### config.mk
export PLATFORM = sky130hd
export DESIGN_NAME = t01_timer_ctrl
export DESIGN_NICKNAME = d
export VERILOG_FILES = /design/src/core/t01_pkg.sv /design/src/core/t01_cnt_if.sv /design/src/core/t01_timer_ctrl.sv /design/src/core/t01_byte_cnt.sv
export VERILOG_INCLUDE_DIRS = /design/src /design/src/core
export SDC_FILE = /design/constraint.sdc
export NUM_CORES = 1
export LEC_CHECK = 0
export BUFFER_PORTS_ARGS = -buffer_cell sky130_fd_sc_hd__buf_2
export CORE_UTILIZATION = 40
export DETAILED_ROUTE_END_ITERATION = 6
export PLACE_DENSITY = 0.67
export SYNTH_ARGS = -nofsm -noshare
export SYNTH_HDL_FRONTEND = slang
export SYNTH_SLANG_ARGS = --single-unit
### constraint.sdc
create_clock -name clk_sys_i -period 1.9 [get_ports clk_sys_i]
set_input_delay 0.19 -clock clk_sys_i [delete_from_list [all_inputs] [get_ports clk_sys_i]]
set_output_delay 0.19 -clock clk_sys_i [all_outputs]
set_load 0.1 [all_outputs]
### src/core/t01_defines.svh
// constants for the timer 0/1 control block: offsets, bit positions, codes
// assumes inclusion by bare name from the package and the core modules
`ifndef T01_DEFINES_SVH
`define T01_DEFINES_SVH

`define T01_CTRL_ADDR      8'h88
`define T01_CTRL_RESET     8'h00
`define T01_BITADDR_BASE   5'h11

`define T01_BIT_T1_OVF     3'h7
`define T01_BIT_T1_RUN     3'h6
`define T01_BIT_T0_OVF     3'h5
`define T01_BIT_T0_RUN     3'h4
`define T01_BIT_IRQ1_FLAG  3'h3
`define T01_BIT_IRQ1_TYPE  3'h2
`define T01_BIT_IRQ0_FLAG  3'h1
`define T01_BIT_IRQ0_TYPE  3'h0

`define T01_MODE_13BIT     2'h0
`define T01_MODE_16BIT     2'h1
`define T01_MODE_RELOAD    2'h2
`define T01_MODE_SPLIT     2'h3

`define T01_TOP_FULL       8'hFF
`define T01_TOP_13BIT      8'h1F
`define T01_ZERO_BYTE      8'h00

`define T01_NUM_BYTES      4
`define T01_IDX_T0_LOW     0
`define T01_IDX_T0_HIGH    1
`define T01_IDX_T1_LOW     2
`define T01_IDX_T1_HIGH    3

`endif

### src/core/t01_pkg.sv
// types shared by the timer 0/1 control block
// assumes t01_defines.svh is on the include path
`include "t01_defines.svh"

package t01_pkg;

	typedef struct packed {
		logic t1_ovf;
		logic t1_run;
		logic t0_ovf;
		logic t0_run;
		logic irq1_flag;
		logic irq1_type;
		logic irq0_flag;
		logic irq0_type;
	} t01_ctrl_t;

	typedef logic [7:0] t01_byte_t;

endpackage

### src/core/t01_cnt_if.sv
// carrier between the control logic and one 8-bit counter stage
// assumes a single system clock shared by both ends
`timescale 1ns/1ps

interface t01_cnt_if;
	logic             tick;
	t01_pkg::t01_byte_t top;
	t01_pkg::t01_byte_t reload;
	t01_pkg::t01_byte_t count;
	logic             wrap;

	modport ctl (output tick, output top, output reload, input count, input wrap);
	modport cnt (input tick, input top, input reload, output count, output wrap);
endinterface

### src/core/t01_timer_ctrl.sv
// timer 0/1 control: control register, external interrupt flags, counters
// assumes the core issues byte and bit accesses one cycle wide on clk_sys_i
`timescale 1ns/1ps
`include "t01_defines.svh"

// Summary of operation
// - timer 0 mode 3 splits it into two independent 8-bit counters
// - low byte uses timer 0 run, counter select, gate and overflow flag
// - low byte counts system or prescaled clock, or external input per counter select
// - high byte is timer only, on system or prescaled clock
// - high byte runs only while timer 1 run bit is set
// - high byte overflow sets timer 1 overflow flag and its interrupt
// - in split, timer 1 modes 0-2 run internal-only, never set flag
// - in split, timer 1 overflow pulse still feeds baud and conversion
// - in split, timer 1 runs in modes 0-2 and stops in mode 3
// - bit 7 timer 1 flag: hardware set, software clear, vector clear
// - bit 5 timer 0 flag: hardware set, software clear, vector clear
// - bit 6 runs timer 1 (timer 0 high byte in split), bit 4 runs timer 0; zero stops them
// - bit 3 ext irq 1 flag; vector clears it only in edge mode
// - bit 1 ext irq 0 flag; vector clears it only in edge mode
// - bit 2 picks ext irq 1 level or edge; polarity set elsewhere
// - bit 0 picks ext irq 0 level or edge; polarity set elsewhere
// - control register at 0x88, bit addressable, resets to zero
module t01_timer_ctrl (
	input  wire logic       clk_sys_i,
	input  wire logic       rst_i,
	input  wire logic [7:0] sfr_addr_i,
	input  wire logic       sfr_wr_i,
	input  wire logic       sfr_rd_i,
	input  wire logic [7:0] sfr_wdata_i,
	input  wire logic       sfr_bit_wr_i,
	input  wire logic [7:0] sfr_bit_addr_i,
	input  wire logic       sfr_bit_val_i,
	output logic      [7:0] sfr_rdata_o,
	output logic            sfr_hit_o,
	input  wire logic [1:0] timer_zero_mode_i,
	input  wire logic [1:0] timer_one_mode_i,
	input  wire logic       timer_zero_counter_select_i,
	input  wire logic       timer_one_counter_select_i,
	input  wire logic       timer_zero_gate_i,
	input  wire logic       timer_one_gate_i,
	input  wire logic       timer_zero_prescale_sel_i,
	input  wire logic       timer_one_prescale_sel_i,
	input  wire logic       prescale_tick_i,
	input  wire logic       ext_irq_zero_polarity_i,
	input  wire logic       ext_irq_one_polarity_i,
	input  wire logic       ext_irq_zero_input_i,
	input  wire logic       ext_irq_one_input_i,
	input  wire logic       timer_zero_count_pin_i,
	input  wire logic       timer_one_count_pin_i,
	input  wire logic       vector_t0_i,
	input  wire logic       vector_t1_i,
	input  wire logic       vector_irq0_i,
	input  wire logic       vector_irq1_i,
	output logic            irq_t0_o,
	output logic            irq_t1_o,
	output logic            irq_ext0_o,
	output logic            irq_ext1_o,
	output logic            timer_one_ovf_pulse_o,
	output logic      [7:0] timer_zero_low_byte_o,
	output logic      [7:0] timer_zero_high_byte_o,
	output logic      [7:0] timer_one_low_byte_o,
	output logic      [7:0] timer_one_high_byte_o
);
	localparam int NPIN = 4;

	// pin synchroniser: order is irq0, irq1, t0 count, t1 count
	logic [NPIN-1:0] pins;
	logic [NPIN-1:0] meta_q;
	logic [NPIN-1:0] meta_d;
	logic [NPIN-1:0] sync_q;
	logic [NPIN-1:0] sync_d;
	logic [NPIN-1:0] prev_q;
	logic [NPIN-1:0] prev_d;

	assign pins = {timer_one_count_pin_i, timer_zero_count_pin_i,
		ext_irq_one_input_i, ext_irq_zero_input_i};

	always_comb begin
		meta_d = pins;
		sync_d = meta_q;
		prev_d = sync_q;
	end

	// no reset: the flops follow the pins through reset, so an idle active-low
	// line is not taken for a level or an edge when reset lifts
	always_ff @(posedge clk_sys_i) begin
		meta_q <= meta_d;
		sync_q <= sync_d;
		prev_q <= prev_d;
	end

	// interrupt inputs made active high by their polarity settings
	logic irq0_act;
	logic irq1_act;
	logic irq0_act_prev;
	logic irq1_act_prev;
	logic irq0_edge;
	logic irq1_edge;
	logic t0_pin_fall;
	logic t1_pin_fall;

	assign irq0_act      = ~(sync_q[0] ^ ext_irq_zero_polarity_i);
	assign irq1_act      = ~(sync_q[1] ^ ext_irq_one_polarity_i);
	assign irq0_act_prev = ~(prev_q[0] ^ ext_irq_zero_polarity_i);
	assign irq1_act_prev = ~(prev_q[1] ^ ext_irq_one_polarity_i);
	assign irq0_edge     = irq0_act & ~irq0_act_prev;
	assign irq1_edge     = irq1_act & ~irq1_act_prev;
	// external count inputs step on the falling edge
	assign t0_pin_fall   = prev_q[2] & ~sync_q[2];
	assign t1_pin_fall   = prev_q[3] & ~sync_q[3];

	// control register
	t01_pkg::t01_ctrl_t ctrl_q;
	t01_pkg::t01_ctrl_t ctrl_d;
	logic               byte_wr;
	logic               bit_wr;
	logic [2:0]         bit_sel;
	logic               t0_ovf_set;
	logic               t1_ovf_set;
	logic               irq0_set;
	logic               irq1_set;

	assign byte_wr = sfr_wr_i & (sfr_addr_i == `T01_CTRL_ADDR);
	assign bit_wr  = sfr_bit_wr_i & (sfr_bit_addr_i[7:3] == `T01_BITADDR_BASE);
	assign bit_sel = sfr_bit_addr_i[2:0];

	// level mode sets while the line is active, edge mode on the edge
	assign irq0_set = ctrl_q.irq0_type ? irq0_edge : irq0_act;
	assign irq1_set = ctrl_q.irq1_type ? irq1_edge : irq1_act;

	always_comb begin
		logic [7:0] v;
		v = ctrl_q;
		if (byte_wr) begin
			v = sfr_wdata_i;
		end else if (bit_wr) begin
			v[bit_sel] = sfr_bit_val_i;
		end
		ctrl_d = v;
		// vectoring clears the flag (ext irq flags in edge mode only); a same-cycle hardware set still wins
		if (vector_t1_i) begin
			ctrl_d.t1_ovf = 1'b0;
		end
		if (vector_t0_i) begin
			ctrl_d.t0_ovf = 1'b0;
		end
		if (vector_irq1_i && ctrl_q.irq1_type) begin
			ctrl_d.irq1_flag = 1'b0;
		end
		if (vector_irq0_i && ctrl_q.irq0_type) begin
			ctrl_d.irq0_flag = 1'b0;
		end
		if (t1_ovf_set) begin
			ctrl_d.t1_ovf = 1'b1;
		end
		if (t0_ovf_set) begin
			ctrl_d.t0_ovf = 1'b1;
		end
		if (irq1_set) begin
			ctrl_d.irq1_flag = 1'b1;
		end
		if (irq0_set) begin
			ctrl_d.irq0_flag = 1'b1;
		end
	end

	always_ff @(posedge clk_sys_i) begin
		if (rst_i) begin
			ctrl_q <= `T01_CTRL_RESET;
		end else begin
			ctrl_q <= ctrl_d;
		end
	end

	// read port: data registered, one cycle after the read strobe
	logic [7:0] rdata_q;
	logic [7:0] rdata_d;
	logic       hit_q;
	logic       hit_d;

	always_comb begin
		hit_d   = sfr_rd_i & (sfr_addr_i == `T01_CTRL_ADDR);
		rdata_d = hit_d ? ctrl_q : `T01_ZERO_BYTE;
	end

	always_ff @(posedge clk_sys_i) begin
		if (rst_i) begin
			rdata_q <= `T01_ZERO_BYTE;
			hit_q   <= 1'b0;
		end else begin
			rdata_q <= rdata_d;
			hit_q   <= hit_d;
		end
	end

	assign sfr_rdata_o = rdata_q;
	assign sfr_hit_o   = hit_q;

	// counter stages
	t01_cnt_if cnt_if [`T01_NUM_BYTES] ();

	genvar g;
	generate
		for (g = 0; g < `T01_NUM_BYTES; g++) begin : g_byte
			t01_byte_cnt u_cnt (
				.clk_sys_i (clk_sys_i),
				.rst_i     (rst_i),
				.port      (cnt_if[g])
			);
		end
	endgenerate

	logic split0;
	logic t0_base;
	logic t1_base;
	logic t0_gate_ok;
	logic t1_gate_ok;
	logic t0_run;
	logic t1_run;
	logic t0_low_src;
	logic t1_low_src;
	logic t1_ovf;

	assign split0  = (timer_zero_mode_i == `T01_MODE_SPLIT);
	assign t0_base = timer_zero_prescale_sel_i ? prescale_tick_i : 1'b1;
	assign t1_base = timer_one_prescale_sel_i ? prescale_tick_i : 1'b1;

	// gate lets the external interrupt line hold the timer off
	assign t0_gate_ok = ~timer_zero_gate_i | irq0_act;
	assign t1_gate_ok = ~timer_one_gate_i | irq1_act;
	assign t0_run     = ctrl_q.t0_run & t0_gate_ok;

	// in split, timer 1 run bit belongs to the high byte of timer 0
	always_comb begin
		if (split0) begin
			t1_run = (timer_one_mode_i != `T01_MODE_SPLIT);
		end else begin
			t1_run = ctrl_q.t1_run & t1_gate_ok &
				(timer_one_mode_i != `T01_MODE_SPLIT);
		end
	end

	assign t0_low_src = timer_zero_counter_select_i ? t0_pin_fall : t0_base;
	// split forbids external clocking of timer 1
	assign t1_low_src = (timer_one_counter_select_i && !split0) ?
		t1_pin_fall : t1_base;

	// timer 0 stages
	assign cnt_if[`T01_IDX_T0_LOW].tick = t0_run & t0_low_src;
	assign cnt_if[`T01_IDX_T0_LOW].top =
		(timer_zero_mode_i == `T01_MODE_13BIT) ? `T01_TOP_13BIT : `T01_TOP_FULL;
	assign cnt_if[`T01_IDX_T0_LOW].reload =
		(timer_zero_mode_i == `T01_MODE_RELOAD) ? cnt_if[`T01_IDX_T0_HIGH].count
		: `T01_ZERO_BYTE;

	always_comb begin
		case (timer_zero_mode_i)
			`T01_MODE_SPLIT: begin
				// high byte: internal clock only, run by timer 1 run bit
				cnt_if[`T01_IDX_T0_HIGH].tick = ctrl_q.t1_run & t0_base;
			end
			`T01_MODE_RELOAD: begin
				cnt_if[`T01_IDX_T0_HIGH].tick = 1'b0;
			end
			default: begin
				cnt_if[`T01_IDX_T0_HIGH].tick = cnt_if[`T01_IDX_T0_LOW].wrap;
			end
		endcase
	end

	assign cnt_if[`T01_IDX_T0_HIGH].top    = `T01_TOP_FULL;
	assign cnt_if[`T01_IDX_T0_HIGH].reload = `T01_ZERO_BYTE;

	// timer 1 stages
	assign cnt_if[`T01_IDX_T1_LOW].tick = t1_run & t1_low_src;
	assign cnt_if[`T01_IDX_T1_LOW].top =
		(timer_one_mode_i == `T01_MODE_13BIT) ? `T01_TOP_13BIT : `T01_TOP_FULL;
	assign cnt_if[`T01_IDX_T1_LOW].reload =
		(timer_one_mode_i == `T01_MODE_RELOAD) ? cnt_if[`T01_IDX_T1_HIGH].count
		: `T01_ZERO_BYTE;
	assign cnt_if[`T01_IDX_T1_HIGH].tick =
		(timer_one_mode_i != `T01_MODE_RELOAD) & cnt_if[`T01_IDX_T1_LOW].wrap;
	assign cnt_if[`T01_IDX_T1_HIGH].top    = `T01_TOP_FULL;
	assign cnt_if[`T01_IDX_T1_HIGH].reload = `T01_ZERO_BYTE;

	assign t1_ovf = (timer_one_mode_i == `T01_MODE_RELOAD) ?
		cnt_if[`T01_IDX_T1_LOW].wrap : cnt_if[`T01_IDX_T1_HIGH].wrap;

	// overflow flag sources
	always_comb begin
		if (split0) begin
			t0_ovf_set = cnt_if[`T01_IDX_T0_LOW].wrap;
			t1_ovf_set = cnt_if[`T01_IDX_T0_HIGH].wrap;
		end else begin
			t0_ovf_set = (timer_zero_mode_i == `T01_MODE_RELOAD) ?
				cnt_if[`T01_IDX_T0_LOW].wrap : cnt_if[`T01_IDX_T0_HIGH].wrap;
			t1_ovf_set = t1_ovf;
		end
	end

	// baud/conversion pulse comes from timer 1 even when split
	logic ovf_pulse_q;
	logic ovf_pulse_d;

	always_comb begin
		ovf_pulse_d = t1_ovf;
	end

	always_ff @(posedge clk_sys_i) begin
		if (rst_i) begin
			ovf_pulse_q <= 1'b0;
		end else begin
			ovf_pulse_q <= ovf_pulse_d;
		end
	end

	assign timer_one_ovf_pulse_o = ovf_pulse_q;

	// interrupt requests are the flags themselves
	assign irq_t0_o   = ctrl_q.t0_ovf;
	assign irq_t1_o   = ctrl_q.t1_ovf;
	assign irq_ext0_o = ctrl_q.irq0_flag;
	assign irq_ext1_o = ctrl_q.irq1_flag;

	assign timer_zero_low_byte_o  = cnt_if[`T01_IDX_T0_LOW].count;
	assign timer_zero_high_byte_o = cnt_if[`T01_IDX_T0_HIGH].count;
	assign timer_one_low_byte_o   = cnt_if[`T01_IDX_T1_LOW].count;
	assign timer_one_high_byte_o  = cnt_if[`T01_IDX_T1_HIGH].count;
endmodule // t01_timer_ctrl

### src/core/t01_byte_cnt.sv
// one 8-bit counter stage: counts on tick, wraps at top to the reload value
// assumes tick is a one-cycle qualifier on the system clock
`timescale 1ns/1ps
`include "t01_defines.svh"

module t01_byte_cnt (
	input  wire logic clk_sys_i,
	input  wire logic rst_i,
	t01_cnt_if.cnt    port
);
	t01_pkg::t01_byte_t count_q;
	t01_pkg::t01_byte_t count_d;
	logic               at_top;

	assign at_top    = (count_q == port.top);
	assign port.wrap = port.tick & at_top;
	assign port.count = count_q;

	always_comb begin
		count_d = count_q;
		if (port.tick) begin
			count_d = at_top ? port.reload : count_q + 8'h01;
		end
	end

	always_ff @(posedge clk_sys_i) begin
		if (rst_i) begin
			count_q <= `T01_ZERO_BYTE;
		end else begin
			count_q <= count_d;
		end
	end
endmodule // t01_byte_cnt

# Word-level counts from Yosys, hierarchy flattened
# Index checks and enable logic that the tools add are counted.
totals:
  input_bits: 51
  register_bits: 62
classes:
  n_eq_ne: 11
  bitwise: 31
  order_cmp: 2
  mux: 33
  n_addsub: 4
  reduce_logical: 13
op_table:
  columns: ["operator", "count"]
  rows:
  - ["two-way mux 8 bit", 10]
  - ["adder 8 x 1 -> 8 bit, second input constant", 4]
  - ["== test 8 bit, second input constant", 3]
  - ["two-way mux 1 bit", 20]
  - ["AND 1 bit", 18]
  - ["== test 8 bit", 2]
  - ["nonzero test 4 bit", 4]
  - ["bitwise mux 8 bit", 1]
  - ["NOT 1 bit", 7]
  - ["== test 2 bit, second input constant", 3]
  - ["== test 5 bit, second input constant", 1]
  - ["logical AND 1 bit", 4]
  - ["zero test 2 bit", 2]
  - ["less-than comparator 3 x 4 -> 1 bit, second input constant", 1]
  - ["inequality test 2 bit, second input constant", 2]
  - ["bitwise XOR 1 bit", 4]
  - ["demux 1 bit (select 3 bit)", 1]
  - [">= comparator 3 x 1 -> 1 bit, second input constant", 1]
  - ["bitwise OR 1 bit", 2]
  - ["one-hot mux 1 bit (2 select lines)", 1]
  - ["nonzero test 2 bit", 1]
  - ["OR reduction 2 bit", 1]
  - ["zero test 1 bit", 1]

# Longest topological paths before layout
# Gate-level depths: netlist (run 1).
depth:
  depth_word: 13
  depth_mapped: 8

# By module
# From an unflattened synthesis (run 1), not the netlist that was laid out.
unflattened:
  cells_unflattened: 480
  area_unflattened_um2: 4471.8
by_module_without_submodules:
  columns: ["mod", "n_inst", "seq_area_each_um2", "cells_per_inst", "area_per_inst_um2"]
  rows:
  - ["t01_byte_cnt", 4, 160.2, 85, 788.3]
  - ["t01_timer_ctrl", 1, 600.6, 140, 1318.8]

# Worst setup path after synthesis (run 1)
# Ideal clock, no wire load.
synth_timing:
  path_kind: "register -> register"
  start: "reg g_byte[0].u_cnt.count_q[0]"
  end: "reg g_byte[0].u_cnt.count_q[5]"
  setup_slack_ns: -0.708
  arrival_ns: 2.513
  setup_ns: 0.095
  path_buffers: 2
  path_stages_with_launch: 8
  t_required_ns: 1.805
  cell_sequence: "dfxtp_1 -> ha_1 -> and4_1 -> clkbuf_1 -> and2_0 -> clkbuf_1 -> o21ai_0 -> a221oi_1"
synth_via:
  elab_chain_len: 2
synth_rtl:
  columns: ["element", "line", "rtl"]
  rows:
  - ["start, declared", "t01_byte_cnt.sv:11", "t01_pkg::t01_byte_t count_q;"]
  - ["start signal, assigned", "t01_byte_cnt.sv:28", "count_q <= `T01_ZERO_BYTE;"]
  - ["start signal, assigned", "t01_byte_cnt.sv:30", "count_q <= count_d;"]
  - ["adder 8 x 1 -> 8 bit or == test 8 bit (tied branches)", "t01_byte_cnt.sv:22, t01_byte_cnt.sv:15", null]
  - ["two-way mux 8 bit *", "t01_byte_cnt.sv:22", "count_d = at_top ? port.reload : count_q + 8'h01;"]
# Every way passes the cells marked *; elsewhere a longest branch is shown, timed or not.
# A chain may end at the register's enable or synchronous reset.

# Final worst setup path (run 1)
layout_timing:
  start: "reg g_byte[2].u_cnt.count_q[5]"
  end: "reg g_byte[3].u_cnt.count_q[2]"
layout_via:
  elab_chain_len: 3
layout_rtl:
  columns: ["element", "line", "rtl"]
  rows:
  - ["start, declared", "t01_byte_cnt.sv:11", null]
  - ["start signal, assigned", "t01_byte_cnt.sv:28", null]
  - ["start signal, assigned", "t01_byte_cnt.sv:30", null]
  - ["== test 8 bit", "t01_byte_cnt.sv:15", "assign at_top = (count_q == port.top);"]
  - ["AND 1 bit", "t01_byte_cnt.sv:16", "assign port.wrap = port.tick & at_top;"]
  - ["AND 1 bit", "t01_timer_ctrl.sv:283", "(timer_one_mode_i != `T01_MODE_RELOAD) & cnt_if[`T01_IDX_T1_LOW].wrap;"]
  - ["end signal, assigned", "t01_byte_cnt.sv:28", null]
  - ["end signal, assigned", "t01_byte_cnt.sv:30", null]
  - ["end, declared", "t01_byte_cnt.sv:11", null]
# Every way passes these cells.

==> metrics.csv, run 1 <==
metric;value;unit
Achievable Freq;523;MHz
remaining global-route overflow;0;
Logic pwr share;8.7;%
Pleak;1.79;nW
Data required, critical path;2.17;ns
max-slew violations;0;
synthesized area;0.00314;mm2
IO Pins;97;
initial antenna violation count;0;
largest cells by area after synthesis;dfxtp_1 (40%), a21oi_1 (4.0%), nand2_1 (3.2%);
IO Port Bufs;96;
Top FF cell, synth;dfxtp_1;
Total Nets Final;541;
cell count after placement;564;
Int Pwr;2.25;mW
final number of hold-violating endpoints;0;
proportion of layout cells with a drive suffix above 1;39.7;%
DRT antenna net count;0;
Post-synth EDFFs;0;
sw frac;23.2;%
CP dominant cell by count;or4_4;
CP max FO;7;
dpl hpwl;6220;um
Num CTS Buffers;9;
Tot GR Track Use;21.1;%
CTS max path bufs;2;
worst min path class;in -> reg;
chip width;90.6;um
H-tree depth;3;
hold path startpoint;sfr_wdata_i[0];
drt wl/cell;14.4;um
first-pass GRT wire length;14100;um
initial core utilization;42.4;%
DRC;0;
RSZ-0062 raised after global routing;yes;
Via density;5.44;
Worst IR Drop VDD;0.484;mV
core footprint;0.00741;mm2
root buf cell;clkbuf_8;
DR iter-0 viols;146;
vias in the first global route;2991;
endpoint type of the worst setup path;flop;
num rows;31;
Max-Cap Viols;0;
Reg2Reg Setup Slack;-0.01;ns
die area;0.00821;mm2
mean post-synth cell area;8.77;um2
Worst Path Buf+Inv;1;
ratio of final minimum period to clock period;101;%
Antenna Cells;0;
r2r startpoint;g_byte[2].u_cnt.port.count[5]$_SDFFE_PP0N_;
Power Density;677;mW/mm2
Seq/Total Area, Yosys;39.5;%
post-synth top area cell;dfxtp_1;
failing checks;negative setup slack;
Ys Warns;0;
die height;90.6;um
critical path arrival;2.18;ns
CTS Sinks;62;
Layout Skew;0.00925;ns
final setup fails;1;
CP Class;reg -> reg;
CP max-delay cell;or4_4;
most common cell after layout, fill and taps aside;buf_2;
kind of cell adding the most delay to the critical path;simple AND/OR/NAND/NOR gates;
Seq cells post-synth;62;
Mapped Nets;413;
layout overhead on the synthesized area;37.5;%
share of power burned in the clock network;46.2;%
Slew HR;67.0;%
vias post-DR;3210;
P_sw;0.677;mW
Non-Filler Instances;590;
Post-synth ARST share;0;%
library cells used by synthesis;62;
largest net degree at the start of global routing;36;
Setup TNS Final;-0.0104;ns
startpoint types;flop;
Final min period;1.91;ns
Worst Setup SP;g_byte[2].u_cnt.port.count[5]$_SDFFE_PP0N_;
measured slew at the worst slew-check pin;0.498;ns
RD Place Congestion;0.856;
commonest non-fill, non-tap cells in the layout;buf_2 (96), dfxtp_1 (33), buf_4 (32), nand2_1 (27), nor2_1 (25);
DRT Wirelength;8510;um
worst skew pair latency;0.35;ns
CTS tree;built;
Yosys top cell area share;39.5;%
setup ws final;-0.0104;ns
Worst path max stage delay;0.50;ns
drt pass-1 iters;4;
Flop pwr share;45.0;%
register clock-pin slew on the reported worst setup and hold paths;0.07;ns
status;finished with violations;
cells along the critical path;or4_4, o2bb2ai_4, nand2_4, buf_6, or4_4, a21oi_2;
Synth Instances;358;
[metal layers]
| layer | global-route usage [%] | routed length (um) | vias to the layer above | part of all wire (%) |
|---|---|---|---|---|
| met1 | 27.3 | 3970 | 1472 | 47 |
| met4 | 8.20 | 124 | 0 | 1.5 |
| met2 | 34.7 | 3880 | 109 | 46 |
| li1 | - | - | 1617 | - |
| met5 | 0 | 0 | - | 0 |
| met3 | 3.96 | 537 | 12 | 6.3 |
[path summary, 6_finish.rpt]
kind,to,depth (start not counted)
setup / recovery,g_byte[3].u_cnt.port.count[2]$_SDFFE_PP0P_,6
hold / removal,ctrl_q[0]$_SDFFE_PP0P_,3
setup reg to reg,g_byte[3].u_cnt.port.count[2]$_SDFFE_PP0P_,6
hold reg to reg,prev_d[1]$_DFF_P_,0
[worst min-delay path, stage by stage]
cell	delay, ns
buf_2	0.09
nor2_1	0.09
a211oi_1	0.06
[repair_timing]
item                                    CTS  global route
endpoints found under the setup margin    0             7
setup buffers                             0             6
hold buffers                              4             0
gates resized for setup                   0             8
hold endpoints to repair                  4             0
[sequential cells by signal (all words and copies together) (netlist names), 4 cells and up]
signal / count
prev_d: 4
meta_q: 4
ctrl_q: 4
g_byte.u_cnt.port.count: 32
prev_q: 4
sfr_rdata_o: 8
[metrics by stage]
step	power [mW]	setup WS, ns	area (um2)	hold WS, ns	utilization (%)
global placement	1.59	-0.00400	3970	0.293	53.6
floorplan	1.49	-0.0596	3260	0.218	-
global route	3.03	-0.0598	4320	0.132	58.3
CTS	2.95	0.000816	4250	0.119	57.4
detailed placement	1.59	-0.0912	3970	0.294	53.6
finish	2.92	-0.0104	4320	0.130	58.3
[cells in the mapped netlist, types with 5 or more instances]
cell and n:
dfxtp_1 62, nand2_1 27, a21oi_1 25, nor2_1 25, nand3_1 20, nor3_1 12, a211oi_1 11, clkbuf_1 10
inv_1 10, nand4_1 10, o21ai_0 10, and2_1 9, mux2i_1 9, a31oi_1 7, a221oi_1 6, and4_1 6
nand2b_1 5, or4_1 5
[final cells by class]
type                            instances  area [um2]
Fill cell                             680        3090
Multi-Input combinational cell        268        1800
Sequential cell                        62        1310
Timing Repair Buffer                  135         812
Clock buffer                           15         209
Tap cell                               99         124
Inverter                               10        37.5
Clock inverter                          1        30.0
[power groups by stage]
stage / sequential [mW] / combinational, mW / clock [mW]
4_1_cts: 1.32 / 0.255 / 1.38
3_3_place_gp: 1.35 / 0.245 / 0
5_1_grt: 1.32 / 0.275 / 1.44
2_1_floorplan: 1.39 / 0.0909 / 0
3_5_place_dp: 1.35 / 0.247 / 0
6_report: 1.32 / 0.255 / 1.35
[kinds of logic (layout without fill, tap and decap cells)]
kind of cell,after synthesis,count (layout),synth area share [%]
AOI/OAI and AO/OA,96,96,21.8
buffers and inverters,28,161,5.10
DFF,62,62,39.5
and+or+nand+nor,152,152,26.9
xor gates and xnor gates,4,4,1.12
muxes,12,12,3.95
adders and majority gates,4,4,1.59
(Power assumes the default switching activity.)
==> run 2, diff against run 1 <==
- CORE_ASPECT_RATIO: unset -> 0.75
- GPL_ROUTABILITY_DRIVEN: unset -> 0
==> run 2 against run 1 <==
The run now ends clean. Combinational power hardly changed. Clock power is 7% lower. Final area is 0.46% lower. Setup slack better by 0.034 ns. Sequential share of layout area is 0.14 points higher. Routed wire length is 3.8% higher. Non-clock buffer count is 1 lower. First-iteration DRC count is 4.8% higher.
==> metrics.csv, run 2 (same netlist as run 1, synthesis figures left out) <==
metric;value;unit;change
endpoint type of the worst setup path;flop;;unchanged
startpoint types;flop;;unchanged
Antenna Cells;0;;unchanged
Layout Skew;0.00817;ns;was 0.00925 ns
root buf cell;clkbuf_8;;unchanged
proportion of layout cells with a drive suffix above 1;40.2;%;was 39.7%
Worst IR Drop VDD;0.291;mV;was 0.484 mV
final setup fails;0;;was 1
Via density;5.50;;was 5.44
dpl hpwl;6640;um;was 6220 um
Total Nets Final;540;;was 541
RSZ-0062 raised after global routing;yes;;unchanged
Setup TNS Final;0;ns;was -0.0104 ns
setup ws final;0.0234;ns;was -0.0104 ns
Slew HR;67.6;%;was 67.0%
core footprint;0.00747;mm2;was 0.00741 mm2
final number of hold-violating endpoints;0;;unchanged
Pleak;1.77;nW;was 1.79 nW
num rows;27;;was 31
Final min period;1.88;ns;was 1.91 ns
IO Port Bufs;96;;unchanged
die area;0.00821;mm2;about the same
DRC;0;;unchanged
CTS Sinks;62;;unchanged
Data required, critical path;2.12;ns;was 2.17 ns
drt wl/cell;15.0;um;was 14.4 um
max reg flops;32;;unchanged
max-slew violations;0;;unchanged
ratio of final minimum period to clock period;98.8;%;was 101%
largest net degree at the start of global routing;20;;was 36
area of the multi-input gates;0.00181;mm2;was 0.00180 mm2
CP Class;reg -> reg;;unchanged
commonest non-fill, non-tap cells in the layout;buf_2 (97), dfxtp_1 (33), buf_4 (32), nand2_1 (27), nor2_1 (25);;was buf_2 (96), dfxtp_1 (33), buf_4 (32), nand2_1 (27), nor2_1 (25)
drt pass-1 iters;5;;was 4
measured slew at the worst slew-check pin;0.490;ns;was 0.498 ns
total power;2.84;mW;was 2.92 mW
register clock-pin slew on the reported worst setup and hold paths;0.07;ns;about the same
worst skew pair latency;0.34;ns;was 0.35 ns
critical path arrival;2.09;ns;was 2.18 ns
initial core utilization;42.0;%;was 42.4%
DR iter-0 viols;153;;was 146
DRT Wirelength;8840;um;was 8510 um
chip width;104;um;was 90.6 um
worst min path class;in -> reg;;unchanged
initial antenna violation count;0;;unchanged
Tot GR Track Use;22.3;%;was 21.1%
Power Density;660;mW/mm2;was 677 mW/mm2
Storage cell area;0.00131;mm2;unchanged
Max-Cap Viols;0;;unchanged
DRT antenna net count;0;;unchanged
H-tree depth;3;;unchanged
remaining global-route overflow;0;;unchanged
status;finished, final reports clean;;was finished with violations
layout overhead on the synthesized area;36.9;%;was 37.5%
CTS max path bufs;2;;unchanged
Achievable Freq;533;MHz;was 523 MHz
die height;78.7;um;was 90.6 um
IO Pins;97;;unchanged
Num CTS Buffers;9;;unchanged
vias in the first global route;3008;;was 2991
filler cell count;718;;was 680
CTS tree;built;;unchanged
first-pass GRT wire length;14600;um;was 14100 um
CP max FO;7;;unchanged
vias post-DR;3248;;was 3210
pre-CTS setup slack;-0.0597;ns;was -0.0912 ns
most common cell after layout, fill and taps aside;buf_2;;unchanged
## run 2: final cells by class
| type | count | area share [%] |
|---|---|---|
| tap | 101 | 2.94 |
| clock inverter | 1 | 0.116 |
| sequential | 62 | 30.4 |
| clock buffer | 15 | 5.13 |
| timing repair buffer | 134 | 18.3 |
| inverter | 10 | 0.874 |
| multi-input combinational | 268 | 42.2 |
## run 2: worst paths after layout
kind | cells past startpoint | end | slack [ns] | from
worst max-delay path | 6 | g_byte[3].u_cnt.port.count[7]$_SDFFE_PP0P_ | 0.02 | g_byte[2].u_cnt.port.count[5]$_SDFFE_PP0N_
worst min-delay path | 3 | ctrl_q[2]$_SDFFE_PP0P_ | 0.14 | sfr_wdata_i[2]
worst max register to register | 6 | g_byte[3].u_cnt.port.count[7]$_SDFFE_PP0P_ | 0.02 | g_byte[2].u_cnt.port.count[5]$_SDFFE_PP0N_
worst min register to register | 0 | prev_d[3]$_DFF_P_ | 0.33 | meta_q[3]$_DFF_P_
## run 2: critical path, stage by stage, from the launching register on
cell,delay [ns]
dfxtp_4,0.34
or4_4,0.50
o2bb2ai_4,0.22
nand2_4,0.10
buf_2,0.17
o41ai_2,0.33
a21oi_1,0.10
## run 2: where the power goes
part	internal, mW	switching, mW
sequential	1.30	0.0123
combinational	0.104	0.155
clock	0.748	0.515
total	2.16	0.682
## run 2: repair_timing
item | in CTS | in global routing
resized for setup | 1 | 8
endpoints found under the setup margin | 3 | 9
pin swaps | 0 | 5
hold endpoints to repair | 4 | 0
buffers inserted | 0 | 4
hold buffers | 4 | 0
## run 2: per-stage QoR
stage / instance area (um2) / hold WS, ns / util, % / std cells
floorplan: 3260 / 0.218 / - / 358
global placement: 3970 / 0.294 / 53.2 / 567
detailed placement: 3970 / 0.295 / 53.2 / 567
CTS: 4240 / 0.126 / 56.8 / 587
global route: 4300 / 0.161 / 57.5 / 591
finish: 4300 / 0.137 / 57.5 / 591
## run 2: layer usage
metal / GRT usage [%] / share of wire [%]
met4: 7.14 / 0.79
met5: 0 / 0
met2: 33.8 / 43
met1: 31.1 / 49
met3: 5.42 / 7.0
